### src/hw/ccs_consts.svh
// timing, step and register constants for the charge cycle sequencer
`ifndef CCS_CONSTS_SVH
`define CCS_CONSTS_SVH
// =====================================================
// clock and times
`define CCS_CLK_HZ          20000000
`define CCS_HOLD_US         80000
`define CCS_STEP_US         256
`define CCS_TERM_US         32000
`define CCS_OVP_US          1000
`define CCS_DETECT_US       250000
`define CCS_CYC(us)         (((us) * (`CCS_CLK_HZ / 1000000)))
// =====================================================
// soft-start percentages
`define CCS_PCT_START       8'h28
`define CCS_PCT_FULL        8'h64
`define CCS_PCT_STEP        8'h0a
// =====================================================
// register byte offsets
`define CCS_REG_CTRL        32'h00
`define CCS_REG_LIMIT       32'h04
`define CCS_REG_VREG        32'h08
`define CCS_REG_STATUS      32'h0c
`define CCS_REG_EFFLIM      32'h10
// control field positions
`define CCS_CTRL_CHGEN      0
`define CCS_CTRL_RESET      1
`define CCS_CTRL_HIZ        2
`define CCS_CTRL_EOC        3
`define CCS_CTRL_RESETVAL   32'h0000_000d
// regulation voltage in mV, input limits in mA
`define CCS_VREG_MIN        16'h0dac
`define CCS_VREG_MAX        16'h1158
`define CCS_VREG_RESET      16'h0e10
`define CCS_LIMIT_RESET     16'h05dc
`define CCS_LIMIT_LOW       16'h0064
`endif

### src/hw/ccs_pkg.sv
// types of the charge cycle sequencer
package ccs_pkg;
   typedef enum logic [2:0]
   {
      CCS_IDLE,
      CCS_PRE,
      CCS_FAST,
      CCS_TAPER,
      CCS_SINK,
      CCS_SOURCE,
      CCS_DONE
   } ccs_phase_t;
endpackage

### src/hw/ccs_charge_cycle_sequencer.sv
// charge cycle sequencer with axi4-lite register slave
// What this block does
// - start at 40 percent after high impedance
// - 80 ms hold, then 256 us steps
// - soft-start done once until high impedance
// - all five loops active, dominant one rules
// - short battery current, then fast charge
// - thermal loop limits die to 120 C
// - system limit cuts charge, then supplement
// - regulation voltage programmable 3.5 to 4.44 V
// - terminate after 32 ms taper, enter detection
// - block termination on other loops, 100 mA
// - system stays regulated after termination
// - end-of-charge-allow zero blocks termination, detection
// - new cycle on supply or battery attach
// - recharge on listed events below overvoltage
// - overvoltage stops converter, battery FET on
// - overvoltage fault reported after 1 ms
// - fault cleared by recharge level or hi-z
// - sink one interval, stays high: done
// - low: not-present fault, alternate source/sink
// - repeat until disabled or found, restart
//
// The implementer's own choices: the register offsets and the AXI4-Lite register port.
`include "ccs_consts.svh"
module ccs_charge_cycle_sequencer
#(
   parameter int HOLD_CYC   = `CCS_CYC(`CCS_HOLD_US),
   parameter int STEP_CYC   = `CCS_CYC(`CCS_STEP_US),
   parameter int TERM_CYC   = `CCS_CYC(`CCS_TERM_US),
   parameter int OVP_CYC    = `CCS_CYC(`CCS_OVP_US),
   parameter int DETECT_CYC = `CCS_CYC(`CCS_DETECT_US)
)
(
   // clock and reset
   input  wire logic        clk,
   input  wire logic        rst,
   // axi4-lite write
   input  wire logic [31:0] s_axi_awaddr,
   input  wire logic        s_axi_awvalid,
   output logic             s_axi_awready,
   input  wire logic [31:0] s_axi_wdata,
   input  wire logic [3:0]  s_axi_wstrb,
   input  wire logic        s_axi_wvalid,
   output logic             s_axi_wready,
   output logic [1:0]       s_axi_bresp,
   output logic             s_axi_bvalid,
   input  wire logic        s_axi_bready,
   // axi4-lite read
   input  wire logic [31:0] s_axi_araddr,
   input  wire logic        s_axi_arvalid,
   output logic             s_axi_arready,
   output logic [31:0]      s_axi_rdata,
   output logic [1:0]       s_axi_rresp,
   output logic             s_axi_rvalid,
   input  wire logic        s_axi_rready,
   // analog comparators
   input  wire logic        supplyValid,
   input  wire logic        chargeDisablePin,
   input  wire logic        batBelowShort,
   input  wire logic        batAboveRecharge,
   input  wire logic        batAboveOvp,
   input  wire logic        batAboveDetect,
   input  wire logic        belowTaperCutoff,
   input  wire logic        nonVoltageLoopActive,
   input  wire logic        supplementEvent,
   // analog controls
   output logic [15:0]      inputLimitEff,
   output logic             softStartDone,
   output logic             loopsEnable,
   output logic             shortCurrentOn,
   output logic             fastChargeOn,
   output logic             chargeFetOn,
   output logic             converterOn,
   output logic             batteryFetOn,
   output logic             sysRegulate,
   output logic             supplementAllow,
   output logic             sinkOn,
   output logic             sourceOn,
   output logic             ovpFault,
   output logic             noBatFault,
   output logic             chargeDoneFlag
);
   initial
   begin
      if (HOLD_CYC < 1 || STEP_CYC < 1 || TERM_CYC < 1 ||
          OVP_CYC < 1 || DETECT_CYC < 1 || HOLD_CYC > 16777215 ||
          DETECT_CYC > 16777215 || TERM_CYC > 16777215 ||
          OVP_CYC > 16777215 || STEP_CYC > 16777215)
         $error("timing count out of range");
   end
   // =====================================================
   // register bus
   logic [31:0] ctrl;
   logic [15:0] limitSet;
   logic [15:0] vregSet;
   logic        awHeld;
   logic        wHeld;
   logic [31:0] awAddr;
   logic [31:0] wData;
   wire         doWrite = awHeld && wHeld && !s_axi_bvalid;
   wire         wrCtrl  = doWrite && awAddr == `CCS_REG_CTRL;
   wire         wrLimit = doWrite && awAddr == `CCS_REG_LIMIT;
   wire         wrVreg  = doWrite && awAddr == `CCS_REG_VREG;
   wire         wrOk    = wrCtrl || wrLimit || wrVreg;
   wire  [15:0] wVolt   = wData[15:0];
   wire  [15:0] vregNew = (wVolt < `CCS_VREG_MIN) ? `CCS_VREG_MIN :
                          (wVolt > `CCS_VREG_MAX) ? `CCS_VREG_MAX : wVolt;
   wire         chgEn   = ctrl[`CCS_CTRL_CHGEN];
   wire         hizBit  = ctrl[`CCS_CTRL_HIZ];
   wire         eocAllow = ctrl[`CCS_CTRL_EOC];
   wire         hiz     = hizBit || chargeDisablePin;

   assign s_axi_awready = !awHeld;
   assign s_axi_wready  = !wHeld;
   assign s_axi_arready = !s_axi_rvalid;

   always_ff @(posedge clk or posedge rst)
   begin
      if (rst)
      begin
         awHeld <= 1'b0;
         wHeld <= 1'b0;
         awAddr <= 32'h0;
         wData <= 32'h0;
         s_axi_bvalid <= 1'b0;
         s_axi_bresp <= 2'h0;
      end
      else
      begin
         if (s_axi_awvalid && !awHeld)
         begin
            awHeld <= 1'b1;
            awAddr <= {s_axi_awaddr[31:2], 2'b00};
         end
         if (s_axi_wvalid && !wHeld)
         begin
            wHeld <= 1'b1;
            wData <= s_axi_wdata;
         end
         if (doWrite)
         begin
            awHeld <= 1'b0;
            wHeld <= 1'b0;
            s_axi_bvalid <= 1'b1;
            s_axi_bresp <= wrOk ? 2'h0 : 2'h2;
         end
         else if (s_axi_bready)
            s_axi_bvalid <= 1'b0;
      end
   end

   always_ff @(posedge clk or posedge rst)
   begin
      if (rst)
      begin
         ctrl <= `CCS_CTRL_RESETVAL;
         limitSet <= `CCS_LIMIT_RESET;
         vregSet <= `CCS_VREG_RESET;
      end
      else
      begin
         if (wrCtrl)
            ctrl <= {28'h0, wData[3:0]};
         if (wrLimit)
            limitSet <= wData[15:0];
         if (wrVreg)
            vregSet <= vregNew;
      end
   end
   // =====================================================
   // soft-start
   logic [7:0]  pct;
   logic        ssHold;
   logic        ssRun;
   wire         holdEnd;
   wire         stepEnd;
   ccs_interval_timer #(.WIDTH(24)) holdTimer
   (
      .clk     (clk),
      .rst     (rst),
      .run     (ssHold && !hiz),
      .span    (24'(HOLD_CYC)),
      .expired (holdEnd)
   );
   ccs_interval_timer #(.WIDTH(24)) stepTimer
   (
      .clk     (clk),
      .rst     (rst),
      .run     (ssRun && !ssHold),
      .span    (24'(STEP_CYC)),
      .expired (stepEnd)
   );
   wire [7:0] next_pct = (pct == 8'h50) ? `CCS_PCT_FULL :
                         8'(pct + `CCS_PCT_STEP);

   always_ff @(posedge clk or posedge rst)
   begin
      if (rst)
      begin
         pct <= `CCS_PCT_START;
         ssHold <= 1'b1;
         ssRun <= 1'b1;
         softStartDone <= 1'b0;
      end
      else if (hiz)
      begin
         pct <= `CCS_PCT_START;
         ssHold <= 1'b1;
         ssRun <= 1'b1;
         softStartDone <= 1'b0;
      end
      else if (holdEnd)
         ssHold <= 1'b0;
      else if (stepEnd)
      begin
         pct <= next_pct;
         if (next_pct == `CCS_PCT_FULL)
         begin
            ssRun <= 1'b0;
            softStartDone <= 1'b1;
         end
      end
   end

   always_ff @(posedge clk or posedge rst)
   begin
      if (rst)
         inputLimitEff <= 16'h0;
      else
         inputLimitEff <= 16'((32'(limitSet) * 32'(pct)) / 32'd100);
   end
   // =====================================================
   // overvoltage
   logic [23:0] ovpCnt;
   wire        ovpNow = batAboveOvp;

   always_ff @(posedge clk or posedge rst)
   begin
      if (rst)
      begin
         ovpCnt <= 24'h0;
         ovpFault <= 1'b0;
      end
      else
      begin
         ovpCnt <= ovpNow ? ((ovpCnt == 24'(OVP_CYC)) ? ovpCnt :
                   24'(ovpCnt + 24'h1)) : 24'h0;
         if (ovpNow && ovpCnt == 24'(OVP_CYC - 1))
            ovpFault <= 1'b1;
         else if (!batAboveRecharge || hiz)
            ovpFault <= 1'b0;
      end
   end
   // =====================================================
   // charge phases
   ccs_pkg::ccs_phase_t phase;
   ccs_pkg::ccs_phase_t next_phase;
   logic       prevChgEn;
   logic       prevReset;
   logic       prevHiz;
   logic       prevSupply;
   logic       prevBatLow;
   ccs_pkg::ccs_phase_t lastPhase;
   wire        termEnd;
   wire        detEnd;
   wire        termOk = eocAllow && !nonVoltageLoopActive &&
                        limitSet != `CCS_LIMIT_LOW && batAboveRecharge &&
                        belowTaperCutoff && !supplementEvent;
   wire        batLow = !batAboveRecharge;
   wire        newCycle = !chargeDisablePin &&
                          ((supplyValid && !prevSupply && batLow) ||
                           (batLow && !prevBatLow && supplyValid));
   wire        recharge = supplyValid && !batAboveOvp &&
                          ((batLow && !prevBatLow) ||
                           chgEn != prevChgEn ||
                           ctrl[`CCS_CTRL_RESET] != prevReset ||
                           supplementEvent || hiz != prevHiz);
   wire        active = supplyValid && chgEn && !hiz;
   wire        inDetect = phase == ccs_pkg::CCS_SINK ||
                          phase == ccs_pkg::CCS_SOURCE;
   wire        charging = phase == ccs_pkg::CCS_PRE ||
                          phase == ccs_pkg::CCS_FAST ||
                          phase == ccs_pkg::CCS_TAPER;

   ccs_interval_timer #(.WIDTH(24)) termTimer
   (
      .clk     (clk),
      .rst     (rst),
      .run     (phase == ccs_pkg::CCS_TAPER && termOk),
      .span    (24'(TERM_CYC)),
      .expired (termEnd)
   );
   ccs_interval_timer #(.WIDTH(24)) detTimer
   (
      .clk     (clk),
      .rst     (rst),
      .run     (inDetect && phase == lastPhase),
      .span    (24'(DETECT_CYC)),
      .expired (detEnd)
   );

   always_comb
   begin
      next_phase = phase;
      unique case (phase)
         ccs_pkg::CCS_IDLE, ccs_pkg::CCS_DONE:
            if (active && (newCycle || recharge))
               next_phase = batBelowShort ? ccs_pkg::CCS_PRE :
                            ccs_pkg::CCS_FAST;
         ccs_pkg::CCS_PRE:
            if (!batBelowShort)
               next_phase = ccs_pkg::CCS_FAST;
         ccs_pkg::CCS_FAST:
            if (batAboveRecharge)
               next_phase = ccs_pkg::CCS_TAPER;
         ccs_pkg::CCS_TAPER:
            if (termEnd && eocAllow)
               next_phase = ccs_pkg::CCS_SINK;
         ccs_pkg::CCS_SINK:
            if (!batAboveDetect)
               next_phase = ccs_pkg::CCS_SOURCE;
            else if (detEnd)
               next_phase = (noBatFault) ? ccs_pkg::CCS_FAST :
                            ccs_pkg::CCS_DONE;
         ccs_pkg::CCS_SOURCE:
            if (detEnd)
               next_phase = ccs_pkg::CCS_SINK;
      endcase
      if (!active || ovpNow)
         next_phase = ccs_pkg::CCS_IDLE;
      else if (inDetect && !eocAllow)
         next_phase = ccs_pkg::CCS_FAST;
   end

   always_ff @(posedge clk or posedge rst)
   begin
      if (rst)
      begin
         phase <= ccs_pkg::CCS_IDLE;
         prevChgEn <= 1'b1;
         prevReset <= 1'b0;
         prevHiz <= 1'b0;
         prevSupply <= 1'b0;
         prevBatLow <= 1'b0;
         lastPhase <= ccs_pkg::CCS_IDLE;
      end
      else
      begin
         phase <= next_phase;
         prevChgEn <= chgEn;
         prevReset <= ctrl[`CCS_CTRL_RESET];
         prevHiz <= hiz;
         prevSupply <= supplyValid;
         prevBatLow <= batLow;
         lastPhase <= phase;
      end
   end

   always_ff @(posedge clk or posedge rst)
   begin
      if (rst)
      begin
         noBatFault <= 1'b0;
         chargeDoneFlag <= 1'b0;
         sourceOn <= 1'b0;
      end
      else
      begin
         if (phase == ccs_pkg::CCS_SINK && !batAboveDetect)
            noBatFault <= 1'b1;
         else if (phase == ccs_pkg::CCS_SINK && detEnd)
            noBatFault <= 1'b0;
         else if (!active)
            noBatFault <= 1'b0;
         sourceOn <= next_phase == ccs_pkg::CCS_SOURCE &&
                     !(phase == ccs_pkg::CCS_SOURCE && batAboveDetect) &&
                     !(sourceOn == 1'b0 && phase == ccs_pkg::CCS_SOURCE);
         chargeDoneFlag <= next_phase == ccs_pkg::CCS_DONE;
      end
   end
   // =====================================================
   // outputs to analog side
   // all loops enabled while charging
   assign loopsEnable = charging;
   assign shortCurrentOn = phase == ccs_pkg::CCS_PRE;
   assign fastChargeOn = phase == ccs_pkg::CCS_FAST ||
                         phase == ccs_pkg::CCS_TAPER;
   assign chargeFetOn = charging && !ovpNow;
   assign converterOn = supplyValid && !hiz && !ovpNow;
   assign batteryFetOn = ovpNow || !supplyValid || hiz || charging;
   assign sysRegulate = converterOn;
   assign supplementAllow = supplyValid && !hiz;
   assign sinkOn = phase == ccs_pkg::CCS_SINK;
   // =====================================================
   // read path
   wire [31:0] rAddr = {s_axi_araddr[31:2], 2'b00};
   wire [31:0] status = {22'h0, 3'(phase), chargeDoneFlag, noBatFault,
                         ovpFault, softStartDone, sourceOn, sinkOn,
                         chargeFetOn};
   wire        rHit = rAddr <= `CCS_REG_EFFLIM;
   wire [31:0] rVal = (rAddr == `CCS_REG_CTRL)   ? ctrl :
                      (rAddr == `CCS_REG_LIMIT)  ? {16'h0, limitSet} :
                      (rAddr == `CCS_REG_VREG)   ? {16'h0, vregSet} :
                      (rAddr == `CCS_REG_STATUS) ? status :
                      (rAddr == `CCS_REG_EFFLIM) ? {16'h0, inputLimitEff} :
                      32'h0;

   always_ff @(posedge clk or posedge rst)
   begin
      if (rst)
      begin
         s_axi_rvalid <= 1'b0;
         s_axi_rdata <= 32'h0;
         s_axi_rresp <= 2'h0;
      end
      else if (s_axi_arvalid && !s_axi_rvalid)
      begin
         s_axi_rvalid <= 1'b1;
         s_axi_rdata <= rVal;
         s_axi_rresp <= rHit ? 2'h0 : 2'h2;
      end
      else if (s_axi_rready)
         s_axi_rvalid <= 1'b0;
   end
endmodule

### src/hw/ccs_interval_timer.sv
// reloadable interval counter with one-cycle expiry pulse
module ccs_interval_timer
#(
   parameter int WIDTH = 24
)
(
   // clock and reset
   input  wire logic             clk,
   input  wire logic             rst,
   // control
   input  wire logic             run,
   input  wire logic [WIDTH-1:0] span,
   // result
   output logic                  expired
);
   logic [WIDTH-1:0] count;
   wire              atEnd = (count == span - {{(WIDTH-1){1'b0}}, 1'b1});

   always_ff @(posedge clk or posedge rst)
   begin
      if (rst)
         count <= '0;
      else if (!run || atEnd)
         count <= '0;
      else
         count <= count + {{(WIDTH-1){1'b0}}, 1'b1};
   end

   assign expired = run && atEnd;
endmodule

### config.mk
export PLATFORM = sky130hd
export DESIGN_NAME = ccs_charge_cycle_sequencer
export DESIGN_NICKNAME = d
export VERILOG_FILES = /design/src/hw/ccs_pkg.sv /design/src/hw/ccs_charge_cycle_sequencer.sv /design/src/hw/ccs_interval_timer.sv
export VERILOG_INCLUDE_DIRS = /design/src /design/src/hw
export SDC_FILE = /design/constraint.sdc
export NUM_CORES = 1
export LEC_CHECK = 0
export BUFFER_PORTS_ARGS = -buffer_cell sky130_fd_sc_hd__buf_4
export CORE_MARGIN = 2
export CORE_UTILIZATION = 62
export DETAILED_ROUTE_END_ITERATION = 10
export PLACE_DENSITY_LB_ADDON = 0.2
export RECOVER_POWER = 50
export SETUP_SLACK_MARGIN = 0.5
export SLEW_MARGIN = 10
export SYNTH_ARGS = -nofsm -noshare
export SYNTH_HDL_FRONTEND = slang
export SYNTH_SLANG_ARGS = --single-unit
### constraint.sdc
create_clock -name clk -period 17.31 [get_ports clk]
set_input_delay 2.5965 -clock clk [delete_from_list [all_inputs] [get_ports clk]]
set_output_delay 2.5965 -clock clk [all_outputs]
set_load 0.02 [all_outputs]
==> impl_metrics.toml <==
[status]
violated_checks = "max-capacitance violations, max-slew violations"
outcome = "complete, but fails checks"

[global_route]
grtUsageTotal_pct = 29.82
grt_first_pass_wirelength_um = 87490
globalRouteOverflowTotal = 0
grt_start_max_net_pins = 110
antenna_found_initial = 0
grt_pass1_vias = 17485

[die]
placement_rows = 67
floorplan.die.height_um = 187.5
die-width_um = 187.5
die-area_um2 = 35150
core-area_um2 = 33360
start_util_pct = 62.56
pin_count = 187

[timing]
setup_total_negative_slack_ps = 0
final_setup_skew_ps = 25.87
finalHoldViolations = 0
post-route-min-period_ps = 15780
rsz_0062_raised_after_global_routing = "false"
slew-limit-headroom_pct = -212.6
fin_crit_sh_pct = 91.17
max_freq_ghz = 0.06337
finalSetupViolCount = 0
timing.final.max_slew_violations = 110
worst_slew_pin_slew_ps = 4663

[clock_network]
cts-buffers-inserted = 29
max-clock-path-buffers = 3
clock_insertion_delay_at_the_later_pin_of_the_skew_report_ps = 570
cts-htree-levels = 1
postCtsHoldBufs = 0
path_clk_slew_ps = 60
cts-root-buf = "sky130_fd_sc_hd__clkbuf_16"
cts_tree = "done"
clkSinkCount = 266

[synthesis]
ys_seq_elements = 266
mappedNetlistArea_um2 = 20870
average_cell_area_after_synthesis_um2 = 9.051
synth_enable_flop_cells = 0
synth_area_leaders = "sky130_fd_sc_hd__dfrtp_1 (30%), sky130_fd_sc_hd__fa_1 (8.1%), sky130_fd_sc_hd__mux2_2 (3.9%)"
sequential_cell_area_fraction_in_the_yosys_report_pct = 32.00
synth_top_area_share_pct = 29.61
ys.warnings.count = 0
synth_cells = 2306
synth_cell_types = 125
synth.largest_area_cell = "sky130_fd_sc_hd__dfrtp_1"
async_flop_share_pct = 100.0
postSynth.topFlopCell = "sky130_fd_sc_hd__dfrtp_1"

[route]
routed_length_per_instance_um = 18.16
detailedRoute.firstIterationViolations = 1323
route.final.wire_length_um = 51870
vias = 17668
remaining_drc_errors = 0
drtPass1Iterations = 7
detail_route.vias_per_cell = 6.186
postRouteAntennaNets = 0

[finish]
drive_above_1_share_pct = 15.78
antennaDiodeCount = 0
multiInputGateArea_um2 = 13170
syn2layout_area_growth_pct = 9.963
final-seq-area_um2 = 6683
fillers = 2658
fin_nets = 2636
stdcell_count = 2856

[setup_path]
worst_path_dominant_cell_family = "compound AO/OA/AOI/OAI gates"
critical_path.slowest_cell = "sky130_fd_sc_hd__dfstp_2"
path_class = "flop to flop"
worst_ep_required_time_ps = 17730
critical-path-max-stage-delay_ps = 770
critical_path_buf_inv_count = 6
worst_setup_start_kind = "flop"
critical_path_arrival_ps = 16210
critical-path-top-cell-by-count = "sky130_fd_sc_hd__o211ai_1"
crit_fanout = 23
endpoint_kind = "flop"

[flow_run]
maxCapViolCount = 1

[placed_design]
numPortBuffers = 144
gp_congestion = 0.9074
placedCellCount = 2801
dp.final_hpwl_um = 38030

[hold_path]
worst_hold_path_type = "flop to flop"

[pwr]
leakage_dissipation_nw = 10.12
vdd_drop_max_mv = 0.08575
powerDensity_nw_per_um2 = 67.45
Yosys cell counts (18+ instances only):
cell and n:
sky130_fd_sc_hd__a21o_1 24, sky130_fd_sc_hd__a21oi_1 113, sky130_fd_sc_hd__a31oi_1 19, sky130_fd_sc_hd__and2_1 126, sky130_fd_sc_hd__and3_1 38, sky130_fd_sc_hd__buf_4 25
sky130_fd_sc_hd__clkbuf_1 69, sky130_fd_sc_hd__dfrtp_1 247, sky130_fd_sc_hd__dfstp_2 19, sky130_fd_sc_hd__fa_1 84, sky130_fd_sc_hd__ha_1 51, sky130_fd_sc_hd__inv_1 121
sky130_fd_sc_hd__mux2_2 73, sky130_fd_sc_hd__nand2_1 213, sky130_fd_sc_hd__nand3_1 96, sky130_fd_sc_hd__nand4_1 31, sky130_fd_sc_hd__nor2_1 198, sky130_fd_sc_hd__nor3_1 46
sky130_fd_sc_hd__nor4_1 37, sky130_fd_sc_hd__o211ai_1 27, sky130_fd_sc_hd__o21ai_0 78, sky130_fd_sc_hd__o21ai_1 18, sky130_fd_sc_hd__or3_1 22, sky130_fd_sc_hd__xnor2_1 84
sky130_fd_sc_hd__xor2_1 65
registers in the layout (all words and copies together), names as in the netlist, 24 cells and up:
register,flops
ovpCnt,24
termTimer.count,24
holdTimer.count,24
stepTimer.count,24
detTimer.count,24
awAddr,30
cells by family after synthesis:
kind of cell,synth area share [%]
buffers and inverters,5.281
muxes,4.670
other,0.01797
xor gates and xnor gates,6.564
AOI/OAI and AO/OA,18.04
DFF,32.00
adders and majority gates,11.31
and+or+nand+nor,22.12
worst paths after layout:
path,from,end,slack [ps],cells after the start
max,pct[5],inputLimitEff[0],1530,50
min,ctrl[0],prevChgEn,490,0
max reg2reg,pct[5],inputLimitEff[0],1530,50
min reg2reg,ctrl[0],prevChgEn,490,0
max in group asynchronous,rst,ovpCnt[4],10430,4
min in group asynchronous,rst,holdTimer.count[18],3470,2
worst reg2reg max path, delay by kind of cell, from the launching register on:
family                   cells  cell delay, ps
adder cells (fa/ha/maj)      5            2500
flip-flops                   1             770
AND/OR/NAND/NOR              7            1490
buffers and inverters        6             680
AO/OA/AOI/OAI               30            9680
multiplexers                 2             530
area by class of cell:
type / instances / area share, %
Clock inverter: 18 / 0.6814
Multi-Input combinational cell: 1810 / 57.40
Tap cell: 448 / 2.442
Clock buffer: 36 / 3.407
Sequential cell: 266 / 29.12
Timing Repair Buffer: 154 / 4.923
Inverter: 124 / 2.033
cell usage in the layout, fill, tap and decap left out, types with 10 or more instances in the layout:
master                      count
sky130_fd_sc_hd__nand2b_1      11
sky130_fd_sc_hd__clkbuf_1      11
sky130_fd_sc_hd__o211ai_1      27
sky130_fd_sc_hd__inv_1        120
sky130_fd_sc_hd__nor2b_1       17
sky130_fd_sc_hd__dfstp_2       18
sky130_fd_sc_hd__nand2_1      213
sky130_fd_sc_hd__ha_1          51
sky130_fd_sc_hd__nand4_1       31
sky130_fd_sc_hd__a211oi_1      14
sky130_fd_sc_hd__fa_1          84
sky130_fd_sc_hd__o31ai_1       14
sky130_fd_sc_hd__o21a_1        15
sky130_fd_sc_hd__conb_1        18
sky130_fd_sc_hd__nor4b_1       10
sky130_fd_sc_hd__or3_1         22
sky130_fd_sc_hd__xnor2_1       84
sky130_fd_sc_hd__o21ai_0       78
sky130_fd_sc_hd__nor4_1        36
sky130_fd_sc_hd__a21oi_1      112
sky130_fd_sc_hd__mux2_2        73
sky130_fd_sc_hd__clkbuf_16     29
sky130_fd_sc_hd__a222oi_1      11
sky130_fd_sc_hd__dfrtp_1      245
sky130_fd_sc_hd__nor3_1        46
sky130_fd_sc_hd__nand3_1       96
sky130_fd_sc_hd__buf_4        142
sky130_fd_sc_hd__o22ai_1       11
sky130_fd_sc_hd__a31oi_1       19
sky130_fd_sc_hd__nor2_1       198
sky130_fd_sc_hd__xor2_1        65
sky130_fd_sc_hd__and2_1       112
sky130_fd_sc_hd__and2_0        17
sky130_fd_sc_hd__a21o_1        24
sky130_fd_sc_hd__o21ai_1       18
sky130_fd_sc_hd__and3_1        38
report_power, final:
part,switching [mW],leakage [nW],internal (mW),total (mW)
Clock,0.272,0.466,0.341,0.612
Sequential,0.0626,3.50,0.688,0.751
Combinational,0.0899,6.15,0.0952,0.185
Total,0.424,10.1,1.12,1.55
metrics by stage:
stage                     util [%]  hold slack (ps)  setup slack, ps  total power, mW  instance area (um2)
after floorplan                  -            351.9             3879           0.8661                20940
after global placement       66.00            414.0             1579           0.9365                22020
after detailed placement     66.00            418.1             1432           0.9483                22020
after CTS                    68.81            425.1             1326            1.560                22960
after global routing         68.79            477.9            524.7            1.610                22950
final                        68.79            487.5             1529            1.548                22950
timing repair:
| item | in CTS | in global routing |
|---|---|---|
| endpoints found under the setup margin | 0 | 2 |
| endpoints found under the hold margin | 0 | 0 |
| gates resized for setup | 0 | 6 |
| setup buffers | 0 | 1 |
per-layer routing:
layer	share of wire [%]	wire (um)	vias up	GRT usage, %
met5	0	0	-	0
met4	3.2	1681	0	10.15
met3	5.7	2959	108	3.583
met2	49	25260	529	50.33
met1	42	21970	8693	40.07
li1	-	-	8338	-
Power figures use the tool's default switching activity.
